File: src/design/fault_supervisor_map.vh
/*
 * Register map, field positions, reset values and timing figures of the
 * fault supervisor. Assumes a 200 MHz reference clock.
 */
`ifndef FAULT_SUPERVISOR_MAP_VH
`define FAULT_SUPERVISOR_MAP_VH

`define FSW_A_CTRL 6'h00
`define FSW_A_POLICY 6'h01
`define FSW_A_SERVICE 6'h02
`define FSW_A_DIAG0 6'h03
`define FSW_A_DIAG1 6'h04
`define FSW_A_STATUS 6'h05

`define FSW_F_GAIN 1:0
`define FSW_F_OFFSET 2
`define FSW_F_OCLVL 4:3
`define FSW_F_BLANK 8:5
`define FSW_F_THSEL 9
`define FSW_F_MON 12:10
`define FSW_F_WIN 15:13
`define FSW_F_IRQPOL 16
`define FSW_F_LATOC 17
`define FSW_F_LATFS 18
`define FSW_CTRL_W 19

`define FSW_P_SUV 1:0
`define FSW_P_SOV 3:2
`define FSW_P_MOV 5:4
`define FSW_P_GUV 7:6
`define FSW_P_OC 9:8
`define FSW_P_FS 11:10
`define FSW_P_TW 13:12
`define FSW_P_TS 15:14
`define FSW_P_WD 17:16
`define FSW_POL_W 18

`define FSW_CTRL_RST 19'h00000
`define FSW_POL_RST 18'h2AAAA
`define FSW_CLEAR_CODE 8'hFF

`define FSW_CLK_MHZ 200
`define FSW_TBLANK_NS 200
`define FSW_TFOW_US 409600
`define FSW_TCW_US 102400
`define FSW_TWT_US 204800
`define FSW_TMR_US 400
`define FSW_TREC_US 10

`endif

File: src/design/sync_two_ff.v
/*
 * Two flip-flop synchroniser for a group of unrelated level inputs.
 * Assumes each bit is a slow level; no bus coherence between bits.
 */
`timescale 1ns/1ps
module sync_two_ff #(
    parameter WIDTH = 1
) (
    input wire ref_clk, // Reference clock
    input wire sys_rst, // Synchronous reset, active high
    input wire [WIDTH-1:0] d, // Asynchronous levels
    output wire [WIDTH-1:0] q // Synchronised levels
);
    reg [WIDTH-1:0] meta_ff;
    reg [WIDTH-1:0] sync_ff;

    always @(posedge ref_clk) begin
        if (sys_rst) begin
            meta_ff <= {WIDTH{1'b0}};
            sync_ff <= {WIDTH{1'b0}};
        end else begin
            meta_ff <= d;
            sync_ff <= meta_ff;
        end
    end

    assign q = sync_ff;
endmodule // sync_two_ff

File: src/design/window_watchdog.v
/*
 * Window watchdog: first open window, then closed and open windows
 * after each service. Assumes service is a one-cycle pulse.
 */
`timescale 1ns/1ps
module window_watchdog #(
    parameter FOW_CYC = 81920000,
    parameter CW_CYC = 20480000,
    parameter WT_CYC = 40960000
) (
    input wire ref_clk, // Reference clock
    input wire sys_rst, // Synchronous reset, active high
    input wire enable, // Supervision active
    input wire [2:0] windowSel, // Window length code
    input wire service, // Service write pulse
    output wire wdError // Error pulse, one cycle
);
    localparam S_FIRST = 2'd0;
    localparam S_CLOSED = 2'd1;
    localparam S_OPEN = 2'd2;

    reg [1:0] state_ff;
    reg [31:0] cnt_ff;
    reg err_ff;
    wire [31:0] fowLim = FOW_CYC >> windowSel;
    wire [31:0] cwLim = CW_CYC >> windowSel;
    wire [31:0] wtLim = WT_CYC >> windowSel;
    wire [31:0] cntInc = cnt_ff + 32'h00000001;

    always @(posedge ref_clk) begin
        if (sys_rst || !enable) begin
            state_ff <= S_FIRST;
            cnt_ff <= 32'h00000000;
            err_ff <= 1'b0;
        end else begin
            err_ff <= 1'b0;
            cnt_ff <= cntInc;
            case (state_ff)
                S_CLOSED: begin
                    if (service) begin
                        err_ff <= 1'b1;
                        state_ff <= S_FIRST;
                        cnt_ff <= 32'h00000000;
                    end else if (cntInc >= cwLim) begin
                        state_ff <= S_OPEN;
                        cnt_ff <= 32'h00000000;
                    end
                end
                S_FIRST, S_OPEN: begin
                    if (service) begin
                        state_ff <= S_CLOSED;
                        cnt_ff <= 32'h00000000;
                    end else if (cntInc >= ((state_ff == S_FIRST) ?
                                            fowLim : wtLim)) begin
                        err_ff <= 1'b1;
                        state_ff <= S_FIRST;
                        cnt_ff <= 32'h00000000;
                    end
                end
                default: begin
                    state_ff <= S_FIRST;
                    cnt_ff <= 32'h00000000;
                end
            endcase
        end
    end

    assign wdError = err_ff;
endmodule // window_watchdog

File: src/design/fault_supervisor_watchdog.v
/*
 * Protection supervisor of a gate pre-driver: over-current blanking,
 * thermal and supply reactions, window watchdog, response policies,
 * diagnostic flags and interrupt, all on an AHB-Lite register slave.
 * Assumes comparator results arrive asynchronously as digital levels.
 */
// Function
// - Over-current trips above selected shunt threshold
// - Unmasked over-current puts all drivers Hi-Z
// - Blank comparator 0.2 to 3.2 us after switching
// - Thermal select picks warning and shutoff limits
// - Thermal shutoff kills supplies, drivers, reset, serial
// - Monitor select routes analog output or Hi-Z
// - Sense gain selectable, rewritable any time
// - Offset select picks unidirectional or bidirectional
// - Open-window service restarts watchdog sequence
// - Closed-window service or timeout is error
// - First open window 409.6 ms, halving
// - Closed window 102.4 ms, halving per code
// - Host reset pulse held low 400 us
// - First diagnostic register kept until read
// - All faults flag and summarise in status
// - Reportable faults drive interrupt, polarity selectable
// - Latched faults hold until enable low or FFh
// - Voltage and current faults off in auto/latch
// - Regulator undervoltage: drivers off, host reset low
// - Current faults only with enable; clear per policy
// - Thermal and watchdog ignore on, auto off
// - Watchdog active only while host reset high
// - Watchdog auto-recover gives reset low pulse
// - Thermal auto-recover drives host reset low
// - Enable low forces every driver off
`timescale 1ns/1ps
`include "fault_supervisor_map.vh"
module fault_supervisor_watchdog #(
    parameter FOW_CYC = `FSW_TFOW_US * `FSW_CLK_MHZ,
    parameter CW_CYC = `FSW_TCW_US * `FSW_CLK_MHZ,
    parameter WT_CYC = `FSW_TWT_US * `FSW_CLK_MHZ,
    parameter MR_CYC = `FSW_TMR_US * `FSW_CLK_MHZ,
    parameter REC_CYC = `FSW_TREC_US * `FSW_CLK_MHZ
) (
    input wire ref_clk, // Reference clock, 200 MHz
    input wire sys_rst, // Synchronous reset, active high
    input wire hsel, // AHB select
    input wire [31:0] haddr, // AHB address
    input wire [1:0] htrans, // AHB transfer type
    input wire hwrite, // AHB write
    input wire [2:0] hsize, // AHB size
    input wire [31:0] hwdata, // AHB write data
    input wire hready, // AHB ready in
    output wire hreadyout, // AHB ready out
    output wire hresp, // AHB response
    output wire [31:0] hrdata, // AHB read data
    input wire ocCmp, // Shunt above threshold
    input wire fetShortCmp, // FET drain-source short
    input wire supplyUvCmp, // Supply undervoltage
    input wire supplyOvCmp, // Supply overvoltage
    input wire motorOvCmp, // Motor supply overvoltage
    input wire gateUvCmp, // Gate supply undervoltage
    input wire regUvCmp, // External regulator low
    input wire tempWarnCmp, // Temperature above warning
    input wire tempShutCmp, // Temperature above shutoff
    input wire switchEvt, // Gate switching in progress
    input wire driveEn, // Drive enable pin
    output wire [1:0] senseGainSel, // Amplifier gain code
    output wire senseOffsetSel, // 1: bidirectional offset
    output wire [1:0] overcurrentLevelSel, // Trip level code
    output wire thermalThresholdSel, // Thermal limit set
    output wire [4:0] analogMonitorRoute, // One-hot mux, 0 Hi-Z
    output wire driverHiZ, // All gate drivers Hi-Z
    output wire driverOff, // All drivers to source
    output wire gateSupplyEn, // Gate supply on
    output wire regulatorEn, // External regulator on
    output wire hostResetOutN, // Host reset, active low
    output wire spiEnable, // Serial link usable
    output wire faultIrqOut // Diagnostic interrupt
);
    localparam BLK_CYC = (`FSW_TBLANK_NS * `FSW_CLK_MHZ + 999) / 1000;
    localparam [1:0] P_IGN = 2'd0;
    localparam [1:0] P_REP = 2'd1;
    localparam [1:0] P_AUTO = 2'd2;
    localparam [1:0] P_LATCH = 2'd3;

    // Policy class: 0 all four, 1 no latch, 2 warn, 3 ignore/auto
    function [1:0] normPol;
        input [1:0] p;
        input [1:0] cls;
        begin
            case (cls)
                2'd1: normPol = (p == P_LATCH) ? P_AUTO : p;
                2'd2: normPol = (p == P_IGN) ? P_IGN : P_REP;
                2'd3: normPol = (p[1] | p[0] & p[1]) ? P_AUTO : P_IGN;
                default: normPol = p;
            endcase
        end
    endfunction

    // Monitor decode: motor, phase 1..3, temperature; else Hi-Z
    function [4:0] monRoute;
        input [2:0] s;
        begin
            case (s)
                3'd0: monRoute = 5'h01;
                3'd1: monRoute = 5'h02;
                3'd2: monRoute = 5'h04;
                3'd3: monRoute = 5'h08;
                3'd4, 3'd5: monRoute = 5'h10;
                default: monRoute = 5'h00;
            endcase
        end
    endfunction

    // Input synchronisation
    wire [10:0] inS;
    sync_two_ff #(.WIDTH(11)) u_sync (
        .ref_clk(ref_clk),
        .sys_rst(sys_rst),
        .d({driveEn, switchEvt, tempShutCmp, tempWarnCmp, regUvCmp,
            gateUvCmp, motorOvCmp, supplyOvCmp, supplyUvCmp,
            fetShortCmp, ocCmp}),
        .q(inS)
    );
    wire ocS = inS[0];
    wire [3:0] voltS = inS[5:2];
    wire regUvS = inS[6];
    wire tWarnS = inS[7];
    wire tShutS = inS[8];
    wire swS = inS[9];
    wire enS = inS[10];

    // Configuration registers
    reg [`FSW_CTRL_W-1:0] ctrl_ff;
    reg [`FSW_POL_W-1:0] pol_ff;
    reg [6:0] diag0_ff;
    reg [2:0] diag1_ff;

    // AHB-Lite slave, zero wait states
    reg wrPend_ff;
    reg [5:0] wrIdx_ff;
    reg [31:0] hrdata_ff;
    wire addrPh = hsel & htrans[1] & hready;
    wire [5:0] aIdx = haddr[7:2];
    wire rdAcc = addrPh & ~hwrite;
    wire wrCtrl = wrPend_ff & (wrIdx_ff == `FSW_A_CTRL);
    wire wrPol = wrPend_ff & (wrIdx_ff == `FSW_A_POLICY);
    wire wrSvc = wrPend_ff & (wrIdx_ff == `FSW_A_SERVICE);
    wire clrD0 = rdAcc & (aIdx == `FSW_A_DIAG0);
    wire clrD1 = rdAcc & (aIdx == `FSW_A_DIAG1);
    wire svcFf = wrSvc & (hwdata[7:0] == `FSW_CLEAR_CODE);

    // Policies after mapping unsupported codes
    wire [1:0] pSuv = normPol(pol_ff[`FSW_P_SUV], 2'd1);
    wire [1:0] pSov = normPol(pol_ff[`FSW_P_SOV], 2'd1);
    wire [1:0] pMov = normPol(pol_ff[`FSW_P_MOV], 2'd1);
    wire [1:0] pGuv = normPol(pol_ff[`FSW_P_GUV], 2'd1);
    wire [1:0] pOc = normPol(pol_ff[`FSW_P_OC], 2'd0);
    wire [1:0] pFs = normPol(pol_ff[`FSW_P_FS], 2'd0);
    wire [1:0] pTw = normPol(pol_ff[`FSW_P_TW], 2'd2);
    wire [1:0] pTs = normPol(pol_ff[`FSW_P_TS], 2'd3);
    wire [1:0] pWd = normPol(pol_ff[`FSW_P_WD], 2'd3);

    // Over-current blanking after switching
    reg [9:0] blank_ff;
    reg swPrev_ff;
    wire swEdge = swS ^ swPrev_ff;
    wire [9:0] blankLoad =
        ({6'h00, ctrl_ff[`FSW_F_BLANK]} + 10'h001) * BLK_CYC[9:0];
    always @(posedge ref_clk) begin
        if (sys_rst) begin
            blank_ff <= 10'h000;
            swPrev_ff <= 1'b0;
        end else begin
            swPrev_ff <= swS;
            if (swEdge)
                blank_ff <= blankLoad;
            else if (blank_ff != 10'h000)
                blank_ff <= blank_ff - 10'h001;
        end
    end

    // Current faults: index 0 over-current, 1 FET short
    wire [1:0] hit;
    assign hit[0] = ocS & enS & (blank_ff == 10'h000) & ~swEdge;
    assign hit[1] = inS[1] & enS;
    wire [1:0] curPol [0:1];
    assign curPol[0] = pOc;
    assign curPol[1] = pFs;
    wire [1:0] latEn = {ctrl_ff[`FSW_F_LATFS], ctrl_ff[`FSW_F_LATOC]};
    wire [1:0] curOff;
    wire [1:0] curLat;

    genvar gi;
    generate
        for (gi = 0; gi < 2; gi = gi + 1) begin : g_cur
            reg off_ff;
            reg lat_ff;
            reg [23:0] rec_ff;
            wire isLat = (curPol[gi] == P_LATCH) & latEn[gi];
            wire isAuto = (curPol[gi] == P_AUTO) |
                          ((curPol[gi] == P_LATCH) & ~latEn[gi]);
            always @(posedge ref_clk) begin
                if (sys_rst || !enS) begin
                    off_ff <= 1'b0;
                    lat_ff <= 1'b0;
                    rec_ff <= 24'h000000;
                end else if (hit[gi] && isLat) begin
                    lat_ff <= 1'b1;
                end else if (hit[gi] && isAuto) begin
                    off_ff <= 1'b1;
                    rec_ff <= REC_CYC[23:0];
                end else begin
                    if (svcFf)
                        lat_ff <= 1'b0;
                    if (rec_ff != 24'h000000)
                        rec_ff <= rec_ff - 24'h000001;
                    else
                        off_ff <= 1'b0;
                end
            end
            assign curOff[gi] = off_ff | lat_ff;
            assign curLat[gi] = lat_ff;
        end
    endgenerate

    // Supply faults switch drivers off only in auto-recover
    wire [3:0] vAuto = {pGuv == P_AUTO, pMov == P_AUTO,
                        pSov == P_AUTO, pSuv == P_AUTO};
    wire vOff = |(voltS & vAuto);
    wire thOff = tShutS & (pTs == P_AUTO);

    // Watchdog and host reset pulse
    reg hostRstN_ff;
    reg [23:0] mr_ff;
    wire wdErr;
    window_watchdog #(
        .FOW_CYC(FOW_CYC),
        .CW_CYC(CW_CYC),
        .WT_CYC(WT_CYC)
    ) u_wdog (
        .ref_clk(ref_clk),
        .sys_rst(sys_rst),
        .enable(hostRstN_ff),
        .windowSel(ctrl_ff[`FSW_F_WIN]),
        .service(wrSvc & hostRstN_ff),
        .wdError(wdErr)
    );
    wire wdAuto = pWd == P_AUTO;
    always @(posedge ref_clk) begin
        if (sys_rst)
            mr_ff <= 24'h000000;
        else if (wdErr && wdAuto)
            mr_ff <= MR_CYC[23:0];
        else if (mr_ff != 24'h000000)
            mr_ff <= mr_ff - 24'h000001;
    end
    wire pulseAct = mr_ff != 24'h000000;

    // Reaction outputs
    reg driverHiZ_ff;
    reg driverOff_ff;
    reg supplyEn_ff;
    reg spiEn_ff;
    wire nxt_hostRstN = ~(regUvS | thOff | pulseAct);
    always @(posedge ref_clk) begin
        if (sys_rst) begin
            driverHiZ_ff <= 1'b0;
            driverOff_ff <= 1'b1;
            supplyEn_ff <= 1'b1;
            spiEn_ff <= 1'b1;
            hostRstN_ff <= 1'b1;
        end else begin
            driverHiZ_ff <= curOff[0] | thOff;
            driverOff_ff <= ~enS | curOff[1] | vOff | regUvS |
                            (pulseAct | wdErr & wdAuto);
            supplyEn_ff <= ~thOff;
            spiEn_ff <= nxt_hostRstN;
            hostRstN_ff <= nxt_hostRstN;
        end
    end

    // Diagnostic flags: set wins over clear-on-read
    wire [6:0] set0 = {hit, regUvS, voltS};
    wire [2:0] set1 = {wdErr, tShutS, tWarnS};
    wire [6:0] rep0 = {pFs != P_IGN, pOc != P_IGN, 1'b0,
                       pGuv != P_IGN, pMov != P_IGN,
                       pSov != P_IGN, pSuv != P_IGN};
    reg irq_ff;
    always @(posedge ref_clk) begin
        if (sys_rst) begin
            diag0_ff <= 7'h00;
            diag1_ff <= 3'h0;
            irq_ff <= 1'b0;
        end else begin
            diag0_ff <= (diag0_ff & {7{~clrD0}}) | set0;
            diag1_ff <= (diag1_ff & {3{~clrD1}}) | set1;
            irq_ff <= ~ctrl_ff[`FSW_F_IRQPOL] ^
                      (|(diag0_ff & rep0) |
                       (diag1_ff[0] & (pTw == P_REP)));
        end
    end

    // Status summary
    wire [7:0] statusByte = {3'h0, |{diag0_ff, diag1_ff},
                             |curLat, 3'h0};

    // Register write and read
    always @(posedge ref_clk) begin
        if (sys_rst) begin
            wrPend_ff <= 1'b0;
            wrIdx_ff <= 6'h00;
            hrdata_ff <= 32'h00000000;
            ctrl_ff <= `FSW_CTRL_RST;
            pol_ff <= `FSW_POL_RST;
        end else begin
            wrPend_ff <= addrPh & hwrite;
            wrIdx_ff <= aIdx;
            if (wrCtrl) begin
                ctrl_ff <= hwdata[`FSW_CTRL_W-1:0];
                if (hwdata[4:3] == 2'd3)
                    ctrl_ff[`FSW_F_OCLVL] <= 2'd2;
            end
            if (wrPol)
                pol_ff <= hwdata[`FSW_POL_W-1:0];
            if (rdAcc) begin
                case (aIdx)
                    `FSW_A_CTRL:
                        hrdata_ff <= {13'h0000, ctrl_ff};
                    `FSW_A_POLICY:
                        hrdata_ff <= {14'h0000, pol_ff};
                    `FSW_A_DIAG0:
                        hrdata_ff <= {25'h0000000, diag0_ff};
                    `FSW_A_DIAG1:
                        hrdata_ff <= {29'h00000000, diag1_ff};
                    `FSW_A_STATUS:
                        hrdata_ff <= {24'h000000, statusByte};
                    default:
                        hrdata_ff <= 32'h00000000;
                endcase
            end
        end
    end

    // Monitor route register
    reg [4:0] mon_ff;
    always @(posedge ref_clk) begin
        if (sys_rst)
            mon_ff <= 5'h01;
        else
            mon_ff <= monRoute(ctrl_ff[`FSW_F_MON]);
    end

    assign hreadyout = 1'b1;
    assign hresp = 1'b0;
    assign hrdata = hrdata_ff;
    assign senseGainSel = ctrl_ff[`FSW_F_GAIN];
    assign senseOffsetSel = ctrl_ff[`FSW_F_OFFSET];
    assign overcurrentLevelSel = ctrl_ff[`FSW_F_OCLVL];
    assign thermalThresholdSel = ctrl_ff[`FSW_F_THSEL];
    assign analogMonitorRoute = mon_ff;
    assign driverHiZ = driverHiZ_ff;
    assign driverOff = driverOff_ff;
    assign gateSupplyEn = supplyEn_ff;
    assign regulatorEn = supplyEn_ff;
    assign hostResetOutN = hostRstN_ff;
    assign spiEnable = spiEn_ff;
    assign faultIrqOut = irq_ff;
endmodule // fault_supervisor_watchdog

File: config.mk
export PLATFORM = sky130hd
export DESIGN_NAME = fault_supervisor_watchdog
export DESIGN_NICKNAME = d
export VERILOG_FILES = /design/src/design/sync_two_ff.v /design/src/design/window_watchdog.v /design/src/design/fault_supervisor_watchdog.v
export VERILOG_INCLUDE_DIRS = /design/src /design/src/design
export SDC_FILE = /design/constraint.sdc
export NUM_CORES = 1
export LEC_CHECK = 0
export ABC_AREA = 0
export BUFFER_PORTS_ARGS = -buffer_cell sky130_fd_sc_hd__buf_2
export CORE_AREA = 2 2 139 141
export CTS_BUF_LIST = sky130_fd_sc_hd__clkbuf_4
export CTS_CLUSTER_DIAMETER = 80
export DETAILED_ROUTE_END_ITERATION = 6
export DIE_AREA = 0 0 141 143
export PLACE_DENSITY = 0.81
export RECOVER_POWER = 100
export REMOVE_ABC_BUFFERS = 1
export SLEW_MARGIN = 15
export SYNTH_ARGS = -nofsm -noshare
export SYNTH_HDL_FRONTEND = slang
export SYNTH_SLANG_ARGS = --single-unit
File: constraint.sdc
create_clock -name ref_clk -period 10.26 [get_ports ref_clk]
set_input_delay 1.026 -clock ref_clk [delete_from_list [all_inputs] [get_ports ref_clk]]
set_output_delay 1.026 -clock ref_clk [all_outputs]
set_load 0.1 [all_outputs]
==> results_dict.tcl <==
set metrics [dict create \
    outcome "finished, violations left" \
    violations "max-capacitance violations, max-slew violations" \
    hold_viol 0 \
    cts.path.max_buffers 3 \
    ys_seq_elements 227 \
    grt_pass1_vias 8780 \
    nNetsFinal 1477 \
    fin_ws_ns 5.551 \
    io_buffers 78 \
    syn_inst 1247 \
    tns_ns 0 \
    drt-wirelength-per-cell_um 15.10 \
    die-area_um2 20160 \
    crit_path_max_incr_delay_ns 0.54 \
    tightestPinTransition_ns 4.398 \
    ys_seq_area_frac 0.4175 \
    grt_max_degree 108 \
    crit_path_top_delay_cell "nor4b_1" \
    cts_resized 0 \
    ys_types 57 \
    syn_area_um2 10880 \
    die_h_um 143 \
    num_rows 50 \
    wirelength_um 24260 \
    routed-via-count 9048 \
    synthTopCellsByCount "dfxtp_1 (227), nor2_1 (188), nand2_1 (89), a21oi_1 (66)" \
    antenna_found_initial 1 \
    async_reset_ff_frac 0 \
    dp_cells 1509 \
    io_pins 137 \
    p_leak_nw 4.776 \
    finalClockSkew_ns 0.05281 \
    drive_gt1_frac 0.1115 \
    endpoint_kind "flip-flop" \
    antenna_left 0 \
    ir_drop_mv 0.2535 \
    fin_cells 1607 \
    synth_top_area_frac 0.4175 \
    yosys_warnings 0 \
    insertion_delay_ns 0.70 \
    multi_input_area_um2 5976 \
    min_path_type "flip-flop to flip-flop" \
    cts_tree "built" \
    critical_path_peak_fanout 25 \
    dieWidth_um 141 \
    period_minus_slack_ns 4.709 \
    avgSynthCellArea_um2 8.728 \
    dp_hpwl_um 16810 \
    cts-htree-levels 2 \
    ff_latch_area_um2 4544 \
    fmax_mhz 212.4 \
    overflow 0 \
    cts_root_buf "clkbuf_4" \
    synth-edff-count 0 \
    viasPerCell 5.630 \
    fill_cells 1506 \
    pre_cts_ws_ns 6.001 \
    coreArea_um2 18580 \
    drv_cap 1 \
    rsz0062_at_grt "false" \
    p_per_area_nw_per_um2 315.4 \
    post_cts_buffers 0 \
    grt_usage 0.2421 \
    yosysMostFrequentCell "dfxtp_1" \
    crit_chain "and2_0 > nand4_1 > nor3_1 > nand3_1 > xnor2_1 > ha_1 > a211oi_1 > nor2_1 > a2111oi_0 > o21bai_1 > nor4b_1 > o2111ai_1 > clkbuf_1 > nor2b_1" \
    drv_slew 108 \
    cts.sinks 227 \
    clk_pin_slew_ns 0.06 \
    fin_crit_sh 0.4589 \
    post-route-drc-count 0 \
    relSlewSlack -1.932 \
    setup_viol 0 \
    critPathLaunchType "flip-flop" \
    synthTopCellsByArea "dfxtp_1 (42%), nor2_1 (6.5%), ha_1 (6.3%)" \
    gp_congestion 0.8676 \
    placed_area_um2 11320 \
    fin_area_um2 11950 \
    grt_pass1_wl_um 40400 \
    first_iter_violations 567 \
    required_ns 10.84 \
    dr.pass1.iters 5 \
    yosysTopAreaCell "dfxtp_1" \
    synth_flop_cell "dfxtp_1" \
    initial_core_util 0.5858 \
    ctsHoldBuffers 0 \
    critical_path_arrival_ns 5.29 \
    cts_buffers 59 \
    crit_type "flip-flop to flip-flop" \
    syn_to_final_growth_pct 9.771 \
]
stage by stage:
stage                     power, W    util  hold slack (ns)
after CTS                 0.003795  0.6472           0.4307
after detailed placement  0.003028  0.6092           0.4233
after floorplan           0.002705       -           0.4130
after global placement    0.002968  0.6092           0.4200
final                     0.003768  0.6430           0.4345
after global routing      0.004093  0.6430           0.4610
cells by family after synthesis:
kind of cell               after synthesis  share of synthesized area
AOI/OAI and AO/OA                      181                     0.1039
xor gates and xnor gates                97                    0.07806
adders and majority gates               56                    0.06507
buffers and inverters                   89                    0.03805
DFF                                    227                     0.4175
muxes                                   47                    0.04426
other                                    2                  0.0006900
and+or+nand+nor                        548                     0.2524
power by group:
| group | total (W) | leakage (nW) | switching, W | internal [W] |
|---|---|---|---|---|
| sequential | 0.00109 | 1.85 | 0.0000993 | 0.000991 |
| combinational | 0.00194 | 2.50 | 0.00113 | 0.000810 |
| clock | 0.000743 | 0.432 | 0.000355 | 0.000388 |
area by class of cell:
cell class,count,share of cell area
Sequential cell,227,0.3804
Multi-Input combinational cell,949,0.5002
Timing Repair Buffer,81,0.02995
Antenna cell,1,0.0002094
Clock inverter,9,0.003875
Inverter,18,0.005655
Clock buffer,88,0.05529
Tap cell,234,0.02451
per-layer routing:
| metal | global-route usage | wire, µm |
|---|---|---|
| met4 | 0.09789 | 537 |
| met1 | 0.3055 | 10850 |
| met3 | 0.04594 | 1372 |
| met2 | 0.4103 | 11510 |
| met5 | 0 | 0 |
layout by cell type (no fill, tap or decap), types with 34 or more instances in the layout:
master,netlist,routed
clkbuf_1,43,40
clkbuf_4,0,88
dfxtp_1,227,227
xnor2_1,51,51
ha_1,55,55
nor2b_1,55,55
nor3_1,40,40
nor2_1,188,188
xor2_1,46,46
o21ai_0,38,38
mux2i_1,38,38
nand2_1,89,89
a21oi_1,66,66
nand3_1,34,34
buf_2,1,40
flip-flops by register name (all words and copies together) (netlist names), 2 cells and up:
register,flops
diag0_ff,7
blank_ff,10
g_cur.rec_ff,48
mr_ff,24
ctrl_ff,19
g_cur.lat_ff,2
hrdata,19
g_cur.off_ff,2
analogMonitorRoute,5
diag1_ff,3
wrIdx_ff,6
u_wdog.cnt_ff,32
u_sync.q,11
pol_ff,18
u_wdog.state_ff,2
u_sync.meta_ff,11
worst max-delay path, delay by kind of cell (launching register included):
kind / cells / cell delay [ns]
adders and majority gates: 1 / 0.32
AOI/OAI and AO/OA: 4 / 0.97
and+or+nand+nor: 7 / 2.09
DFF: 1 / 0.36
buffers and inverters: 1 / 0.48
xor gates and xnor gates: 1 / 0.39
path summary, 6_finish.rpt:
path | start | end | slack, ns | cells past startpoint
min reg2reg | u_sync.meta_ff[4] | u_sync.q[4] | 0.43 | 1
max | u_wdog.cnt_ff[2] | u_wdog.cnt_ff[24] | 5.55 | 14
max reg2reg | u_wdog.cnt_ff[2] | u_wdog.cnt_ff[24] | 5.55 | 14
min | u_sync.meta_ff[4] | u_sync.q[4] | 0.43 | 1
Power figures use the tool's default switching activity.
